===== config.mk =====
export PLATFORM = sky130hd
export DESIGN_NAME = lwt_top
export DESIGN_NICKNAME = d
export VERILOG_FILES = /design/src/include/lwt_pkg.sv /design/src/design/lwt_top.sv
export SDC_FILE = /design/constraint.sdc
export NUM_CORES = 1
export LEC_CHECK = 0
export ABC_AREA = 1
export BUFFER_PORTS_ARGS = -buffer_cell sky130_fd_sc_hd__buf_2
export CORE_MARGIN = 10
export CORE_UTILIZATION = 43
export CTS_CLUSTER_SIZE = 10
export DETAILED_ROUTE_END_ITERATION = 8
export PLACE_DENSITY = 0.66
export SKIP_LAST_GASP = 1
export SLEW_MARGIN = 20
export SYNTH_ARGS = -nofsm -noshare
export SYNTH_HDL_FRONTEND = slang
export SYNTH_SLANG_ARGS = --single-unit

===== constraint.sdc =====
create_clock -name clk_i -period 5.4 [get_ports clk_i]
set_input_delay 0 -clock clk_i [delete_from_list [all_inputs] [get_ports clk_i]]
set_output_delay 0 -clock clk_i [all_outputs]
set_load 0.02 [all_outputs]

===== src/include/lwt_pkg.sv =====
// constants, register map and mode codes of the low power wake timer
// assumes a byte wide register port with 16-bit addresses on the system clock side
package lwt_pkg;

	// counter geometry
	localparam int          LWT_CNT_W      = 24;
	localparam logic [23:0] LWT_CNT_ONE    = 24'h000001;
	localparam logic [23:0] LWT_CNT_RST    = 24'h000000;
	localparam logic [23:0] LWT_CMP_RST    = 24'hffffff;
	localparam logic [7:0]  LWT_BYTE_RST   = 8'h00;

	// register offsets
	localparam logic [15:0] LWT_CNT_LO_OFS   = 16'h0095;
	localparam logic [15:0] LWT_CNT_MID_OFS  = 16'h0096;
	localparam logic [15:0] LWT_CNT_HI_OFS   = 16'h0097;
	localparam logic [15:0] LWT_LOAD_ST_OFS  = 16'h00ad;
	localparam logic [15:0] LWT_CAP_CTL_OFS  = 16'h62b0;
	localparam logic [15:0] LWT_CAP_ST_OFS   = 16'h62b1;
	localparam logic [15:0] LWT_CAP_LO_OFS   = 16'h62b2;
	localparam logic [15:0] LWT_CAP_MID_OFS  = 16'h62b3;
	localparam logic [15:0] LWT_CAP_HI_OFS   = 16'h62b4;

	// capture control fields
	localparam int          LWT_PORT_MSB   = 4;
	localparam int          LWT_PORT_LSB   = 3;
	localparam int          LWT_PIN_MSB    = 2;
	localparam int          LWT_PIN_LSB    = 0;
	localparam logic [1:0]  LWT_PORT_OFF   = 2'h3;
	localparam logic [1:0]  LWT_PORT_TWO   = 2'h2;
	localparam logic [2:0]  LWT_PIN_RST    = 3'h7;
	localparam logic [2:0]  LWT_PIN_LIM_P2 = 3'h6;

	// padding for narrow read fields
	localparam logic [6:0]  LWT_PAD7       = 7'h00;
	localparam logic [2:0]  LWT_PAD3       = 3'h0;

	// dma trigger index per device variant
	localparam logic [4:0]  LWT_DMA_IDX_A  = 5'h1c;
	localparam logic [4:0]  LWT_DMA_IDX_B  = 5'h10;

	// power modes of the chip
	typedef enum logic [2:0] {
		LWT_PM_ACTIVE  = 3'b000,
		LWT_PM_IDLE    = 3'b001,
		LWT_PM_LIGHT   = 3'b010,
		LWT_PM_MEDIUM  = 3'b011,
		LWT_PM_DEEPEST = 3'b100
	} lwt_pmode_e;

endpackage


===== src/design/lwt_top.sv =====
// low power wake timer: 24-bit slow clock counter with compare, wake and capture
// assumes slow_clk_i is the 32 kHz clock level, sampled on clk_i (100 MHz)
// assumes a simple byte register port; reads answer one cycle after the strobe

// Contract
// - 24-bit counter runs on slow clock, held at zero in deepest
// - low byte read snapshots count for mid/high
// - counts in all modes but deepest, cleared there
// - readable count refreshes only on slow rising edge
// - match on slow edge sets flag, enable gates
// - low compare write loads latest three bytes
// - low compare write ignored while not load ready
// - load ready low during transfer, high afterwards
// - compare event wakes chip from light/medium sleep
// - compare value resets to all ones
// - compare event pulses dma trigger, index per variant
// - selected pin flag rise captures count
// - captured value is count plus one
// - valid flag sticky, blocks capture, cleared by zero
// - pin change only while port three, or when writing port three
// - port three or bad pin disables capture
module lwt_top
	import lwt_pkg::*;
#(
	parameter logic [4:0] DMA_TRIG_INDEX = LWT_DMA_IDX_B
) (
	input  wire logic       clk_i,
	input  wire logic       rst_i,
	input  wire logic       slow_clk_i,
	input  lwt_pmode_e      power_mode_i,
	input  wire logic [15:0] reg_addr_i,
	input  wire logic       reg_wr_i,
	input  wire logic       reg_rd_i,
	input  wire logic [7:0] reg_wdata_i,
	output logic      [7:0] reg_rdata_o,
	input  wire logic       compare_irq_enable_i,
	input  wire logic       compare_flag_clr_i,
	input  wire logic [23:0] port_irq_flags_i,
	output logic            compare_irq_flag_o,
	output logic            compare_irq_req_o,
	output logic            dma_trigger_o,
	output logic      [4:0] dma_trigger_index_o,
	output logic            wake_o,
	output logic            slow_clock_level_o
);

	// slow clock synchroniser and edge detect
	logic        slow_s1_ff;
	logic        slow_s2_ff;
	logic        slow_s3_ff;
	logic        slow_rise;

	// counter state
	logic [23:0] cnt_ff;
	logic [23:0] nxt_cnt;
	logic [23:0] cnt_inc;
	logic [23:0] vis_cnt_ff;
	logic [23:0] snap_ff;

	// compare state
	logic [23:0] cmp_ff;
	logic [7:0]  cmp_hi_ff;
	logic [7:0]  cmp_mid_ff;
	logic [7:0]  cmp_lo_ff;
	logic        load_pend_ff;
	logic        cmp_event;
	logic        cmp_flag_ff;
	logic        irq_req_ff;
	logic        dma_ff;
	logic        wake_ff;

	// capture state
	logic [1:0]  cap_port_ff;
	logic [2:0]  cap_pin_ff;
	logic        cap_en;
	logic [4:0]  pin_index;
	logic        pin_sel;
	logic        pin_s1_ff;
	logic        pin_s2_ff;
	logic        pin_prev_ff;
	logic        cap_event;
	logic        cap_valid_ff;
	logic [23:0] cap_val_ff;

	// register port
	logic        wr_cnt_lo;
	logic        wr_cnt_mid;
	logic        wr_cnt_hi;
	logic        wr_cap_ctl;
	logic        wr_cap_st;
	logic        rd_cnt_lo;
	logic        load_ok;
	logic        ctl_ok;
	logic        running;
	logic        sys_awake;
	logic        sleeping;
	logic [7:0]  rd_mux;
	logic [7:0]  rdata_ff;

	// power mode decode
	assign running   = (power_mode_i != LWT_PM_DEEPEST);
	assign sys_awake = (power_mode_i == LWT_PM_ACTIVE) || (power_mode_i == LWT_PM_IDLE);
	assign sleeping  = (power_mode_i == LWT_PM_LIGHT) || (power_mode_i == LWT_PM_MEDIUM);

	// slow clock level passes two flops before anyone looks at it
	always_ff @(posedge clk_i or posedge rst_i) begin
		if (rst_i) begin
			slow_s1_ff <= 1'b0;
			slow_s2_ff <= 1'b0;
			slow_s3_ff <= 1'b0;
		end else begin
			slow_s1_ff <= slow_clk_i;
			slow_s2_ff <= slow_s1_ff;
			slow_s3_ff <= slow_s2_ff;
		end
	end

	// a rising edge seen after synchronising is one 32 kHz tick
	assign slow_rise = slow_s2_ff & ~slow_s3_ff;

	// free running count; deepest sleep loses it, so it is held at zero there
	assign cnt_inc = cnt_ff + LWT_CNT_ONE;
	assign nxt_cnt = !running ? LWT_CNT_RST : (slow_rise ? cnt_inc : cnt_ff);

	always_ff @(posedge clk_i or posedge rst_i) begin
		if (rst_i) begin
			cnt_ff <= LWT_CNT_RST;
		end else begin
			cnt_ff <= nxt_cnt;
		end
	end

	// readable copy only follows the counter while the system clock runs,
	// so after a wake it stays stale until the next slow rising edge
	always_ff @(posedge clk_i or posedge rst_i) begin
		if (rst_i) begin
			vis_cnt_ff <= LWT_CNT_RST;
		end else if (!running) begin
			vis_cnt_ff <= LWT_CNT_RST;
		end else if (slow_rise && sys_awake) begin
			vis_cnt_ff <= cnt_inc;
		end
	end

	// register strobes
	assign wr_cnt_lo  = reg_wr_i && (reg_addr_i == LWT_CNT_LO_OFS);
	assign wr_cnt_mid = reg_wr_i && (reg_addr_i == LWT_CNT_MID_OFS);
	assign wr_cnt_hi  = reg_wr_i && (reg_addr_i == LWT_CNT_HI_OFS);
	assign wr_cap_ctl = reg_wr_i && (reg_addr_i == LWT_CAP_CTL_OFS);
	assign wr_cap_st  = reg_wr_i && (reg_addr_i == LWT_CAP_ST_OFS);
	assign rd_cnt_lo  = reg_rd_i && (reg_addr_i == LWT_CNT_LO_OFS);

	// a low compare write only counts while no load is in flight
	assign load_ok = wr_cnt_lo && !load_pend_ff;

	// snapshot on low byte read keeps the three bytes coherent
	always_ff @(posedge clk_i or posedge rst_i) begin
		if (rst_i) begin
			snap_ff <= LWT_CNT_RST;
		end else if (rd_cnt_lo) begin
			snap_ff <= vis_cnt_ff;
		end
	end

	// compare staging bytes; high and middle are plain latches
	always_ff @(posedge clk_i or posedge rst_i) begin
		if (rst_i) begin
			cmp_hi_ff  <= LWT_BYTE_RST;
			cmp_mid_ff <= LWT_BYTE_RST;
			cmp_lo_ff  <= LWT_BYTE_RST;
		end else begin
			if (wr_cnt_hi) begin
				cmp_hi_ff <= reg_wdata_i;
			end
			if (wr_cnt_mid) begin
				cmp_mid_ff <= reg_wdata_i;
			end
			if (load_ok) begin
				cmp_lo_ff <= reg_wdata_i;
			end
		end
	end

	// load transfer: the new value reaches the slow side on the next tick,
	// which is why a value too close to the count can be passed by
	always_ff @(posedge clk_i or posedge rst_i) begin
		if (rst_i) begin
			load_pend_ff <= 1'b0;
			cmp_ff       <= LWT_CMP_RST;
		end else if (load_pend_ff && slow_rise) begin
			load_pend_ff <= 1'b0;
			cmp_ff       <= {cmp_hi_ff, cmp_mid_ff, cmp_lo_ff};
		end else if (load_ok) begin
			load_pend_ff <= 1'b1;
		end
	end

	// compare event on the tick at which the count equals the compare value
	assign cmp_event = running && slow_rise && (cnt_ff == cmp_ff);

	// flag is sticky; a new event wins over a clear in the same cycle
	always_ff @(posedge clk_i or posedge rst_i) begin
		if (rst_i) begin
			cmp_flag_ff <= 1'b0;
		end else if (cmp_event) begin
			cmp_flag_ff <= 1'b1;
		end else if (compare_flag_clr_i) begin
			cmp_flag_ff <= 1'b0;
		end
	end

	// request, dma pulse and wake are registered so outputs come from flops
	always_ff @(posedge clk_i or posedge rst_i) begin
		if (rst_i) begin
			irq_req_ff <= 1'b0;
			dma_ff     <= 1'b0;
			wake_ff    <= 1'b0;
		end else begin
			irq_req_ff <= (cmp_flag_ff | cmp_event) & compare_irq_enable_i;
			dma_ff     <= cmp_event;
			wake_ff    <= cmp_event && sleeping;
		end
	end

	// capture is live only for ports 0..2 with an existing pin
	assign cap_en = (cap_port_ff != LWT_PORT_OFF) &&
		((cap_port_ff != LWT_PORT_TWO) || (cap_pin_ff < LWT_PIN_LIM_P2));

	// pin can only move while capture is off, or when turning it off
	assign ctl_ok = wr_cap_ctl && ((cap_port_ff == LWT_PORT_OFF) ||
		(reg_wdata_i[LWT_PORT_MSB:LWT_PORT_LSB] == LWT_PORT_OFF));

	always_ff @(posedge clk_i or posedge rst_i) begin
		if (rst_i) begin
			cap_port_ff <= LWT_PORT_OFF;
			cap_pin_ff  <= LWT_PIN_RST;
		end else if (ctl_ok) begin
			cap_port_ff <= reg_wdata_i[LWT_PORT_MSB:LWT_PORT_LSB];
			cap_pin_ff  <= reg_wdata_i[LWT_PIN_MSB:LWT_PIN_LSB];
		end
	end

	// selected pin flag; gated so an out of range index is never read
	assign pin_index = {cap_port_ff, cap_pin_ff};
	assign pin_sel   = cap_en ? port_irq_flags_i[pin_index] : 1'b0;

	// pin flag is synchronised, then sampled once per slow tick
	always_ff @(posedge clk_i or posedge rst_i) begin
		if (rst_i) begin
			pin_s1_ff   <= 1'b0;
			pin_s2_ff   <= 1'b0;
			pin_prev_ff <= 1'b0;
		end else begin
			pin_s1_ff <= pin_sel;
			pin_s2_ff <= pin_s1_ff;
			if (slow_rise) begin
				pin_prev_ff <= pin_s2_ff;
			end
		end
	end

	// a flag left high never rises again; software must clear it to re-arm
	assign cap_event = running && slow_rise && pin_s2_ff && !pin_prev_ff && !cap_valid_ff;

	// captured value is the count after the tick, one past the pin event
	always_ff @(posedge clk_i or posedge rst_i) begin
		if (rst_i) begin
			cap_val_ff <= LWT_CNT_RST;
		end else if (cap_event) begin
			cap_val_ff <= cnt_inc;
		end
	end

	// valid is sticky; writing zero clears it, a capture in that cycle wins
	always_ff @(posedge clk_i or posedge rst_i) begin
		if (rst_i) begin
			cap_valid_ff <= 1'b0;
		end else if (cap_event) begin
			cap_valid_ff <= 1'b1;
		end else if (wr_cap_st && !reg_wdata_i[0]) begin
			cap_valid_ff <= 1'b0;
		end
	end

	// read selection; unmapped addresses read as zero
	always_comb begin
		rd_mux = LWT_BYTE_RST;
		case (reg_addr_i)
			LWT_CNT_LO_OFS:  rd_mux = vis_cnt_ff[7:0];
			LWT_CNT_MID_OFS: rd_mux = snap_ff[15:8];
			LWT_CNT_HI_OFS:  rd_mux = snap_ff[23:16];
			LWT_LOAD_ST_OFS: rd_mux = {LWT_PAD7, !load_pend_ff};
			LWT_CAP_CTL_OFS: rd_mux = {LWT_PAD3, cap_port_ff, cap_pin_ff};
			LWT_CAP_ST_OFS:  rd_mux = {LWT_PAD7, cap_valid_ff};
			LWT_CAP_LO_OFS:  rd_mux = cap_val_ff[7:0];
			LWT_CAP_MID_OFS: rd_mux = cap_val_ff[15:8];
			LWT_CAP_HI_OFS:  rd_mux = cap_val_ff[23:16];
			default:         rd_mux = LWT_BYTE_RST;
		endcase
	end

	// read data is held until the next read strobe
	always_ff @(posedge clk_i or posedge rst_i) begin
		if (rst_i) begin
			rdata_ff <= LWT_BYTE_RST;
		end else if (reg_rd_i) begin
			rdata_ff <= rd_mux;
		end
	end

	// outputs straight from flops, dma index straight from the parameter
	assign reg_rdata_o         = rdata_ff;
	assign compare_irq_flag_o  = cmp_flag_ff;
	assign compare_irq_req_o   = irq_req_ff;
	assign dma_trigger_o       = dma_ff;
	assign dma_trigger_index_o = DMA_TRIG_INDEX;
	assign wake_o              = wake_ff;
	assign slow_clock_level_o  = slow_s2_ff;

endmodule


======== Yosys cells after proc, flatten, opt, wreduce, memory -nomap -nowiden ========
Cells that the tools add are included.
storage, ports and cells
  bits in registers ....................... 169
  input bits .............................. 58
  output and inout port bits .............. 18
operators by class
  add/subtract/negate cells ............... 1
  $lt $le $gt $ge ......................... 2
  eq/ne operators ......................... 20
  multiplexer cells ....................... 14
  bitwise gates (word level) .............. 4
  reduce and logical (&&, ||, !) cells .... 30
operators with widths
  operator                                                              count
  24-bit two-way mux                                                    4
  16-bit by 15-bit == test with 1-bit output, second input constant     5
  8-bit one-hot mux with 9 select lines                                 1
  16-bit by 8-bit == test with 1-bit output, second input constant      4
  24-bit by 1-bit adder with 24-bit output, second input constant       1
  24-bit == test                                                        1
  1-bit logical AND                                                     18
  1-bit two-way mux                                                     8
  3-bit by 2-bit == test with 1-bit output, second input constant       2
  5-bit by 6-bit < comparator with 1-bit output, second input constant  1
  2-bit != test, second input constant                                  3
  2-bit nonzero test                                                    3
  1-bit binary-select mux with 5-bit select                             1
  2-bit == test, second input constant                                  2
  1-bit logical NOT                                                     4
  1-bit logical OR                                                      4
  3-bit by 1-bit == test with 1-bit output, second input constant       1
  3-bit logical NOT                                                     1
  3-bit < comparator, second input constant                             1
  3-bit != test, second input constant                                  1
  1-bit bitwise AND                                                     2
  2-bit by 1-bit != test with 1-bit output, second input constant       1
  1-bit inverter                                                        1
  1-bit OR                                                              1

======== Depth between registers and ports, before layout ========
Gate-level depths: netlist of the first run.
  depth in word-level cells ............... 7
  depth in mapped cells ................... 11

======== Worst setup path before layout of the first run ========
No wires, ideal clock.
  kind .................................... reg2reg
  from .................................... register cnt_ff[0]
  to ...................................... register vis_cnt_ff[12]
  arrival ................................. 1,565 ps
  data required time ...................... 5,324 ps
  setup slack ............................. 3,759 ps
  cell stages (with the launch flop) ...... 9
  clock period less this slack ............ 1,641 ps
  cell sequence ........................... dfrtp_1 -> ha_1 -> nand3_1 -> nor2_2 -> nand2_1 -> nor2_1 -> xor2_1 -> nand2_1 -> o21ai_1
on the way
  cells in the longest elaborated chain, start to end .. 3
RTL lines
  item                                      line            text
  from (decl)                               lwt_top.sv:54   logic [23:0] cnt_ff;
  from (signal assigned)                    lwt_top.sv:129  cnt_ff <= nxt_cnt;
  24-bit by 1-bit adder with 24-bit output  lwt_top.sv:122  assign cnt_inc = cnt_ff + LWT_CNT_ONE;
  24-bit two-way mux                        lwt_top.sv:140  end else if (slow_rise && sys_awake) begin
  24-bit two-way mux                        lwt_top.sv:138  end else if (!running) begin
  to (signal assigned)                      lwt_top.sv:141  vis_cnt_ff <= cnt_inc;
  to (decl)                                 lwt_top.sv:57   logic [23:0] vis_cnt_ff;
No other way between the ends. The select of a mux whose other input is x is not followed.
A chain may end at the register's enable or synchronous reset.

======== Final worst setup path of the first run ========
  from .................................... register slow_s2_ff, in the netlist slow_clock_level_o
  to ...................................... register cnt_ff[4]
on the way
  cells in the longest elaborated chain, start to end .. 2
RTL lines
  item                     line            text
  from (decl)              lwt_top.sv:49   logic slow_s2_ff;
  from (signal assigned)   lwt_top.sv:113  slow_s2_ff <= slow_s1_ff;
  1-bit bitwise AND        lwt_top.sv:119  assign slow_rise = slow_s2_ff & ~slow_s3_ff;
  2-bit != test (no line)  -
No other way between the ends.

==> results of run 1 <==
## flip-flops by register name, indices dropped and copies added, names as in the netlist
name                cells
slow_s3_ff              1
vis_cnt_ff             24
cmp_hi_ff               8
cap_val_ff             24
cmp_ff                 24
dma_trigger_o           1
cap_port_ff             2
cmp_lo_ff               8
cap_valid_ff            1
cap_pin_ff              3
slow_s1_ff              1
snap_ff                16
compare_irq_flag_o      1
wake_o                  1
cmp_mid_ff              8
pin_s2_ff               1
pin_s1_ff               1
load_pend_ff            1
compare_irq_req_o       1
slow_clock_level_o      1
cnt_ff                 24
reg_rdata_o             8
pin_prev_ff             1
## metal layers
metal / wire, um / vias to the layer above / GRT usage [%]
li1: - / 3380 / -
met1: 9960 / 3153 / 24.4
met2: 9910 / 150 / 28.6
met3: 896 / 30 / 3.22
met4: 510 / 0 / 6.11
met5: 0 / - / 0
## through the flow
stage	total power [mW]	instance area, um^2	hold WS [ps]	worst slack [ps]	std cells
after floorplan	1.54	8070	31.4	1100	1018
after global placement	1.62	8530	110	3080	1291
after detailed placement	1.63	8530	109	3030	1291
after CTS	2.89	9320	13.8	3020	1339
after global routing	2.98	9320	51.0	2800	1339
final	2.87	9320	24.2	3050	1339
## power breakdown
group / internal, mW / total [mW] / switching (mW)
clock network: 0.739 / 1.26 / 0.518
logic: 0.0969 / 0.266 / 0.169
registers: 1.29 / 1.35 / 0.0597
## cells in the mapped netlist (all sizes together)
master	n
xor2	19
dfstp	29
buf	28
xnor2	13
clkbuf	6
nor3b	2
a21boi	1
nor4	1
o22ai	7
a21oi	2
inv	82
o31ai	1
o211ai	2
nor3	12
dfrtp	132
nand3	81
ha	1
nand3b	4
o21ai	101
clkinv	1
conb	2
nor2	109
nand2	364
or2	1
o221ai	1
and2	1
nor2b	1
a31oi	1
nand4	10
## path summary, 6_finish.rpt
| kind | to | slack, ps | depth (start not counted) |
|---|---|---|---|
| setup / recovery | cnt_ff[4]$_DFFE_PP0P_ | 3050 | 7 |
| max in group asynchronous | snap_ff[9]$_DFFE_PP0P_ | 3680 | 4 |
| min in group asynchronous | cmp_hi_ff[4]$_DFFE_PP0P_ | 280 | 3 |
| hold / removal | reg_rdata_o[6]$_DFFE_PP0P_ | 20 | 3 |
| setup reg to reg | cnt_ff[4]$_DFFE_PP0P_ | 3050 | 7 |
| hold reg to reg | slow_clock_level_o$_DFF_PP0_ | 340 | 0 |
## worst max-delay path, cell delays in order (launching register included)
cell and delay [ps]:
dfrtp_1 390, inv_1 50, or2_0 550, inv_1 160, nor2_2 340, inv_1 400, nand2_1 210, o21ai_0 100
## layout make-up
cell class	instances	share of cell area [%]
inverter	83	3.42
multi-input combinational	740	37.3
sequential	161	43.6
clock inverter	11	1.24
timing repair buffer	89	5.77
clock buffer	21	5.52
tap	234	3.14
## logic make-up (layout without fill, tap and decap cells)
kind of cell             count (synthesis)  in the layout  share of synthesized area, %
AO/OA/AOI/OAI                          116            116                          7.96
other                                    2              5                        0.0932
adder cells (fa/ha/maj)                  1              1                         0.155
XOR/XNOR                                32             32                          3.48
buffers and inverters                  117            204                          6.63
AND/OR/NAND/NOR                        586            586                          31.2
flip-flops                             161            161                          50.4
## timing repair
| item | in CTS | in global routing |
|---|---|---|
| hold buffers | 16 | 0 |
| resized for setup | 0 | 0 |
| hold endpoints to repair | 102 | 0 |
==> metrics.md, run 1 <==
| Metric | Value |
|---|---|
| Share of layout cells above drive strength 1 | 15.7% |
| Area grow syn2layout | 15.6% |
| Area contributors post-synth | dfrtp_1 41%, nand2_1 17%, dfstp_2 9.5% |
| Tot GR Track Use | 18.1% |
| Cell Pwr Density | 308 nW/um^2 |
| Worst Path Max Fanout | 22 |
| Sequential Area | 4070 um^2 |
| Root Buffer | clkbuf_16 |
| Final Slew Violations | 0 |
| DRT iter0 DRCs | 523 |
| Final antenna-violating net count | 0 |
| First-pass GRT wire length | 35100 um |
| Core Util, Final | 50.1% |
| Final setup vio count | 0 |
| Total grt overflow | 0 |
| DRC errors left | 0 |
| CTS tree | yes |
| Sequential element share of the synthesized area | 50.4% |
| Outcome | finished, final reports clean |
| LEAKAGE | 4.51 nW |
| Setup_tns | 0 ps |
| Crit path launch | slow_clock_level_o$_DFF_PP0_ |
| Syn avg cell area | 7.94 um^2 |
| Worst Path Arrival | 2630 ps |
| Fin. Hold Viols | 0 |
| Relative slew slack | 39.8% |
| Mapped Area | 8060 um^2 |
| Reg2reg start | slow_clock_level_o$_DFF_PP0_ |
| Die W | 157 um |
| Io pins | 76 |
| Die H | 157 um |
| VDD IR max | 0.000200 V |
| Initial antenna violation count | 0 |
| Clk sinks | 161 |
| WL final | 21300 um |
| # diodes | 0 |
| Layout Nets | 1151 |
| Via count | 6713 |
| Yosys cell types | 44 |
| Die ar. | 24600 um^2 |
| Clock buffer count from CTS | 17 |
| Yosys warns | 0 |
| Clk pin slew, worst setup/hold paths | 70 ps |
| Core region area | 18600 um^2 |
| Num rows | 50 |
| Post-CTS setup buffer count | 0 |
| Hold crit path type | primary input to flop |
| Gate count after technology mapping | 1015 |
| CP endpoint kind | flop |
| Crit Path Category | flop to flop |
| Yosys reg bits | 161 |
| Routability cong. | 0.916 |
| Period minus WS final | 2350 ps |
| Longest Clk Path Bufs | 2 |
| Final period util | 43.4% |
| Final HPWL DP | 15700 um |
| RSZ-0062 raised after global routing | no |
| Initial Util | 43.4% |
| Vias in the first global route | 6634 |
| DR vias/cell | 5.01 |
| Yosys top cell by area | dfrtp_1 |
| HP Start | reg_rd_i |
| CP required | 5680 ps |
| Worst Tran Pin Value | 904 ps |
| Drt first pass iters | 5 |
| Multi-input gate area | 3470 um^2 |
| IO buf count | 68 |
| Post-route clock skew | 10.7 ps |
| Maxcap violations | 0 |
| Worst Setup Start Kind | flop |
| Commonest non-fill, non-tap cell in the layout | nand2_1 |
| # H-tree levels | 4 |
| Commonest non-fill, non-tap cells in the layout | 360 x nand2_1, 132 x dfrtp_1, 94 x nor2_1 |
| FMAX | 426 MHz |
| Clk Latency, worst-skew pair | 430 ps |
| Fillers | 1821 |
| Largest net degree at the start of global routing | 98 |
| WL/cell | 15.9 um |
| Synth top area share | 41.0% |
(Power assumes the default switching activity.)
==> run 2, diff against run 1 <==
--- a/config.mk
+++ b/config.mk
@@ -11,7 +11,7 @@
 export CORE_UTILIZATION = 43
 export CTS_CLUSTER_SIZE = 10
 export DETAILED_ROUTE_END_ITERATION = 8
-export PLACE_DENSITY = 0.66
+export PLACE_DENSITY = 0.68
 export SKIP_LAST_GASP = 1
 export SLEW_MARGIN = 20
 export SYNTH_ARGS = -nofsm -noshare
==> constraint.sdc (replaced) <==
create_clock -name clk_i -period 2.15 [get_ports clk_i]
set_input_delay 0 -clock clk_i [delete_from_list [all_inputs] [get_ports clk_i]]
set_output_delay 0 -clock clk_i [all_outputs]
set_load 0.02 [all_outputs]
==> metrics.md, run 2 (synthesized netlist as in run 1, its figures left out) <==
| Metric | Value |
|---|---|
| Via count | 6860 (+2.2%) |
| Clk Latency, worst-skew pair | 430 ps (about the same) |
| LEAKAGE | 4.63 nW (+2.5%) |
| Outcome | finished, final reports clean |
| Vias in the first global route | 6674 (+0.60%) |
| # diodes | 0 (unchanged) |
| Drt first pass iters | 5 (unchanged) |
| Routability cong. | 0.992 (+8.3%) |
| Sequential Area | 4070 um^2 (unchanged) |
| Final period util | 84.7% (+41 points) |
| Clk pin slew, worst setup/hold paths | 70 ps (about the same) |
| Worst Hold Slack | 60.1 ps (+35.9 ps) |
| Worst Path Arrival | 2180 ps (-450 ps) |
| Crit Path Category | flop to flop |
| FMAX | 549 MHz (+29%) |
| Final HPWL DP | 16000 um (+1.9%) |
| DRC errors left | 0 (unchanged) |
| Commonest non-fill, non-tap cell in the layout | nand2_1 |
| Hold crit path type | primary input to flop |
| Final Slew Violations | 0 (unchanged) |
| Reg2reg start | slow_clock_level_o$_DFF_PP0_ |
| CTS tree | yes |
| Die ar. | 24600 um^2 (unchanged) |
| CP endpoint kind | flop |
| DR vias/cell | 5.06 (+0.98%) |
| Total chip power | 7.36 mW (+160%) |
| HP Start | port_irq_flags_i[5] |
| Longest Clk Path Bufs | 2 (unchanged) |
| IO buf count | 68 (unchanged) |
| Post-CTS setup buffer count | 0 (unchanged) |
| VDD IR max | 0.000513 V (+160%) |
| CP required | 2510 ps (-3170 ps) |
| Worst Path Max Fanout | 22 (unchanged) |
| Total grt overflow | 0 (unchanged) |
| Num rows | 50 (unchanged) |
| Cell Pwr Density | 773 nW/um^2 (+150%) |
| Maxcap violations | 0 (unchanged) |
| Share of layout cells above drive strength 1 | 16.8% (+1.1 points) |
| Die H | 157 um (unchanged) |
| RSZ-0062 raised after global routing | no |
| Setup WS pre-CTS | 183 ps (-2840 ps) |
| Layout Nets | 1167 (+1.4%) |
| Largest net degree at the start of global routing | 34 (-65%) |
| Root Buffer | clkbuf_16 |
| Hold path cells | 7 (+4) |
| # H-tree levels | 4 (unchanged) |
| Core Util, Final | 51.2% (+1.1 points) |
| Setup_tns | 0 ps (unchanged) |
| Post-route clock skew | 8.50 ps (-2.22 ps) |
| DRT iter0 DRCs | 518 (-0.96%) |
| Area grow syn2layout | 18.1% |
| Worst Tran Pin Value | 672 ps (-232 ps) |
| Relative slew slack | 55.0% (+15 points) |
| Multi-input gate area | 3470 um^2 (unchanged) |
| Fin. Hold Viols | 0 (unchanged) |
| WHS Endpoint | pin_s1_ff$_DFF_PP0_ |
| Initial Util | 43.4% (unchanged) |
| First-pass GRT wire length | 35100 um (-0.22%) |
| Commonest non-fill, non-tap cells in the layout | 360 x nand2_1, 132 x dfrtp_1, 94 x nor2_1 |
| Period minus WS final | 1820 ps (-523 ps) |
| Io pins | 76 (unchanged) |
| Final antenna-violating net count | 0 (unchanged) |
| Worst Setup Start Kind | flop |
| Fillers | 1808 (-0.71%) |
| R2R setup slack | 330 ps (-2730 ps) |
| WL/cell | 15.7 um (-1.4%) |
| Clk sinks | 161 (unchanged) |
| Initial antenna violation count | 0 (unchanged) |
| Core region area | 18600 um^2 (unchanged) |
| Clock buffer count from CTS | 17 (unchanged) |
| Cell depth of the worst flop-to-flop path | 7 (unchanged) |
| Slack of the critical path | 328 ps (-2730 ps) |
| WL final | 21200 um (-0.18%) |
| Die W | 157 um (unchanged) |
| Tot GR Track Use | 18.1% (about the same) |
| RR Endpoint | cap_val_ff[4]$_DFFE_PP0P_ |
| Final setup vio count | 0 (unchanged) |
-- run 2: how the worst max path moves through the flow --
stage | endpoint | start | slack [ps]
floorplan | cap_val_ff[0]$_DFFE_PP0P_ | rst_i | 130
global placement | cnt_ff[6]$_DFFE_PP0P_ | slow_clock_level_o$_DFF_PP0_ | 220
detailed placement | cnt_ff[6]$_DFFE_PP0P_ | slow_clock_level_o$_DFF_PP0_ | 180
CTS | cnt_ff[6]$_DFFE_PP0P_ | slow_clock_level_o$_DFF_PP0_ | 150
global route | cap_val_ff[4]$_DFFE_PP0P_ | slow_clock_level_o$_DFF_PP0_ | 90
finish | cap_val_ff[4]$_DFFE_PP0P_ | slow_clock_level_o$_DFF_PP0_ | 330
-- run 2: power by group --
| group | leakage, nW | internal [mW] | switching, mW |
|---|---|---|---|
| combinational | 2.22 | 0.282 | 0.459 |
| sequential | 2.10 | 3.23 | 0.126 |
| clock | 0.306 | 1.96 | 1.30 |
| total | 4.63 | 5.47 | 1.88 |
-- run 2: through the flow --
stage / cell area [um^2] / instances
finish: 9520 / 1355
global route: 9520 / 1355
CTS: 9520 / 1355
detailed placement: 8710 / 1306
global placement: 8710 / 1306
floorplan: 8070 / 1018
-- run 2: layout make-up --
| class | count | share of cell area [%] |
|---|---|---|
| clock buffer | 17 | 4.47 |
| clock inverter | 15 | 2.16 |
| sequential | 161 | 42.7 |
| tap | 234 | 3.08 |
| inverter | 83 | 3.34 |
| multi-input combinational | 740 | 36.5 |
| timing repair buffer | 105 | 7.73 |
-- run 2: per-layer routing --
| metal | routed length (um) | global-route usage (%) | vias to the layer above | part of all wire (%) |
|---|---|---|---|---|
| met5 | 0 | 0 | - | 0 |
| met4 | 503 | 7.10 | 0 | 2.4 |
| met3 | 996 | 3.14 | 36 | 4.7 |
| met2 | 9980 | 28.5 | 188 | 47 |
| met1 | 9760 | 24.3 | 3214 | 46 |
| li1 | - | - | 3422 | - |
-- run 2: repair_timing --
action | 4_1_cts | 5_1_grt
resized for setup | 0 | 1
setup endpoints to repair | 0 | 15
hold buffers | 17 | 0
hold endpoints to repair | 54 | 0
-- run 2: critical path: stages (launching register included) --
cell     delay [ps]
dfrtp_1         360
inv_1            40
or2_1           380
inv_1           150
nor2_2           50
inv_1           490
nand2_1         140
o22ai_1         120
==> run 3, diff against run 2 <==
==> constraint.sdc (replaced) <==
create_clock -name clk_i -period 1.6 [get_ports clk_i]
set_input_delay 0 -clock clk_i [delete_from_list [all_inputs] [get_ports clk_i]]
set_output_delay 0 -clock clk_i [all_outputs]
set_load 0.02 [all_outputs]
==> metrics.md, run 3 (synthesized netlist as in run 1, its figures left out) <==
| Metric | Value |
|---|---|
| Outcome | finished with violations |
| Failing checks | negative setup slack |
| Placed cells | 1371 (+5.0%) |
| Slowest stage delay, CP | 370 ps (-120 ps) |
| Net Sw Power | 2.51 mW (+33%) |
| Final HPWL DP | 17400 um (+8.3%) |
| Worst Tran Pin Value | 638 ps (-33.4 ps) |
| Total grt overflow | 0 (unchanged) |
| Maxcap violations | 0 (unchanged) |
| Routability cong. | 0.920 (-7.3%) |
| Clock share of power | 39.8% (-4.5 points) |
| Commonest non-fill, non-tap cells in the layout | 344 x nand2_1, 129 x dfrtp_1, 88 x buf_4 |
| Core Util, Final | 56.0% (+4.8 points) |
| Slowest-stage cell, CP | dfrtp_1 |
| R2R setup slack | -20 ps (-350 ps) |
| Layout Nets | 1247 (+6.9%) |
| Die H | 157 um (unchanged) |
| Met3 wire len | 992 um (-0.40%) |
| Crit path launch | cnt_ff[1]$_DFFE_PP0P_ |
| Tot GR Track Use | 18.9% (+0.87 points) |
| Hold crit path type | primary input to flop |
| Setup_tns | -36.1 ps (-36.1 ps) |
| Slack of the critical path | -23.8 ps (-352 ps) |
| DR vias/cell | 5.03 (-0.63%) |
| Clock buffer count from CTS | 17 (unchanged) |
| WL final | 23200 um (+9.0%) |
| Worst Setup Start Kind | flop |
| IO buf count | 68 (unchanged) |
| Initial Util | 43.4% (unchanged) |
| Worst Hold Slack | 34.1 ps (-26.0 ps) |
| DRT iter0 DRCs | 555 (+7.1%) |
| Final antenna-violating net count | 0 (unchanged) |
| Met2 wire len | 11200 um (+12%) |
| Post-route clock skew | 8.53 ps (+0.0257 ps) |
| Cell Pwr Density | 918 nW/um^2 (+19%) |
| # H-tree levels | 4 (unchanged) |
| Drt first pass iters | 5 (unchanged) |
| Die W | 157 um (unchanged) |
| Gate power share | 13.0% (+2.9 points) |
| FMAX | 616 MHz (+12%) |
| Relative slew slack | 57.3% (+2.3 points) |
| Final period util | 101% (+17 points) |
| LEAKAGE | 5.11 nW (+10%) |
| Final setup vio count | 2 (+2) |
| Crit-path cells | ha_2 > nand3_2 > nor2_4 > nand2_2 > nor2_2 > xor2_1 > nand2_1 > o21ai_1 |
| CTS tree | yes |
| Root Buffer | clkbuf_16 |
| Commonest non-fill, non-tap cell in the layout | nand2_1 |
| CP required | 1960 ps (-550 ps) |
| VDD IR max | 0.000709 V (+38%) |
| Longest Clk Path Bufs | 2 (unchanged) |
| WL/cell | 16.1 um (+3.0%) |
| Initial antenna violation count | 0 (unchanged) |
| RR Endpoint | vis_cnt_ff[12]$_DFFE_PP0P_ |
| DRC errors left | 0 (unchanged) |
| Fin cells | 1435 (+5.9%) |
| Worst Path Arrival | 1980 ps (-200 ps) |
| Worst Path Max Fanout | 3 (-86%) |
| Die ar. | 24600 um^2 (unchanged) |
| Switch share | 26.2% (+0.63 points) |
| Period minus WS final | 1620 ps (-198 ps) |
| # diodes | 0 (unchanged) |
| Clk Latency, worst-skew pair | 430 ps (about the same) |
| Cell depth of the worst flop-to-flop path | 8 (+1) |
| Int Power | 7.05 mW (+29%) |
| Clk sinks | 161 (unchanged) |
| Clk pin slew, worst setup/hold paths | 70 ps (about the same) |
| Largest net degree at the start of global routing | 33 (-2.9%) |
| Share of layout cells above drive strength 1 | 27.6% (+11 points) |
| Via count | 7219 (+5.2%) |
| Reg power frac | 47.3% (+1.6 points) |
| Worst setup path endpoint | vis_cnt_ff[12]$_DFFE_PP0P_ |
| DR top layer | met4 |
| Final Slew Violations | 0 (unchanged) |
| Io pins | 76 (unchanged) |
| RSZ-0062 raised after global routing | yes |
| Area grow syn2layout | 29.2% |
| Core region area | 18600 um^2 (unchanged) |
| Met1 Wirelength | 10400 um (+6.4%) |
| Reg2reg start | cnt_ff[1]$_DFFE_PP0P_ |
| First-pass GRT wire length | 36700 um (+4.7%) |
| Num rows | 50 (unchanged) |
| Fin. Hold Viols | 0 (unchanged) |
| Vias in the first global route | 6972 (+4.5%) |
| Crit Path Category | flop to flop |
| CP endpoint kind | flop |
[run 3: changes by cell type in the layout (fill, tap and decap cells not counted), sizes merged]
cell	delta
buf	+82
bufinv	-3
clkbuf	+5
clkinv	+1
dlygate4sd3	-2
inv	-3
[run 3: worst min path at each step]
stage | endpoint | cells past startpoint | start
after floorplan | slow_s1_ff$_DFF_PP0_ | 0 | slow_clk_i
after global placement | vis_cnt_ff[17]$_DFFE_PP0P_ | 2 | rst_i
after detailed placement | vis_cnt_ff[17]$_DFFE_PP0P_ | 2 | rst_i
after CTS | cmp_lo_ff[3]$_DFFE_PP0P_ | 4 | reg_wdata_i[3]
after global routing | cmp_lo_ff[3]$_DFFE_PP0P_ | 4 | reg_wdata_i[3]
final | cmp_lo_ff[3]$_DFFE_PP0P_ | 4 | reg_wdata_i[3]
[run 3: layout make-up]
class	count	area (um^2)
timing repair buffer	185	1400
fill	1686	8170
inverter	83	327
clock buffer	22	454
clock inverter	10	88.8
multi-input combinational	740	3780
tap	234	293
sequential	161	4070
[run 3: metal layers]
| metal | track usage (%) | vias up |
|---|---|---|
| li1 | - | 3564 |
| met4 | 6.07 | 0 |
| met3 | 3.30 | 36 |
| met5 | 0 | - |
| met1 | 25.2 | 3457 |
| met2 | 30.7 | 162 |
[run 3: per-stage QoR]
stage | power [mW] | setup slack, ps | instance area [um^2]
after detailed placement | 5.67 | -70.7 | 9240
after CTS | 9.49 | -12.1 | 9960
final | 9.56 | -23.8 | 10400
after global routing | 9.94 | -96.4 | 10400
after global placement | 5.64 | -17.5 | 9240
after floorplan | 5.20 | -419 | 8070
[run 3: repair_timing]
| action | CTS | global route |
|---|---|---|
| cloned | 0 | 1 |
| endpoints found under the setup margin | 34 | 72 |
| gates resized for setup | 12 | 94 |
| hold endpoints to repair | 49 | 0 |
| hold buffers | 15 | 0 |
| buffers inserted | 0 | 16 |
| pin swaps | 6 | 35 |
[run 3: power by group through the flow]
stage	Sequential (mW)	Combinational [mW]	Clock, mW
floorplan	4.56	0.643	0
global placement	4.57	1.07	0
detailed placement	4.58	1.09	0
CTS	4.51	1.13	3.85
global route	4.54	1.36	4.03
finish	4.52	1.24	3.80
[run 3: critical path, delay by kind of cell (launching register included)]
| family | cells | cell delay (ps) |
|---|---|---|
| AOI/OAI and AO/OA | 1 | 150 |
| xor gates and xnor gates | 1 | 220 |
| adders and majority gates | 1 | 220 |
| DFF | 1 | 370 |
| and+or+nand+nor | 5 | 600 |
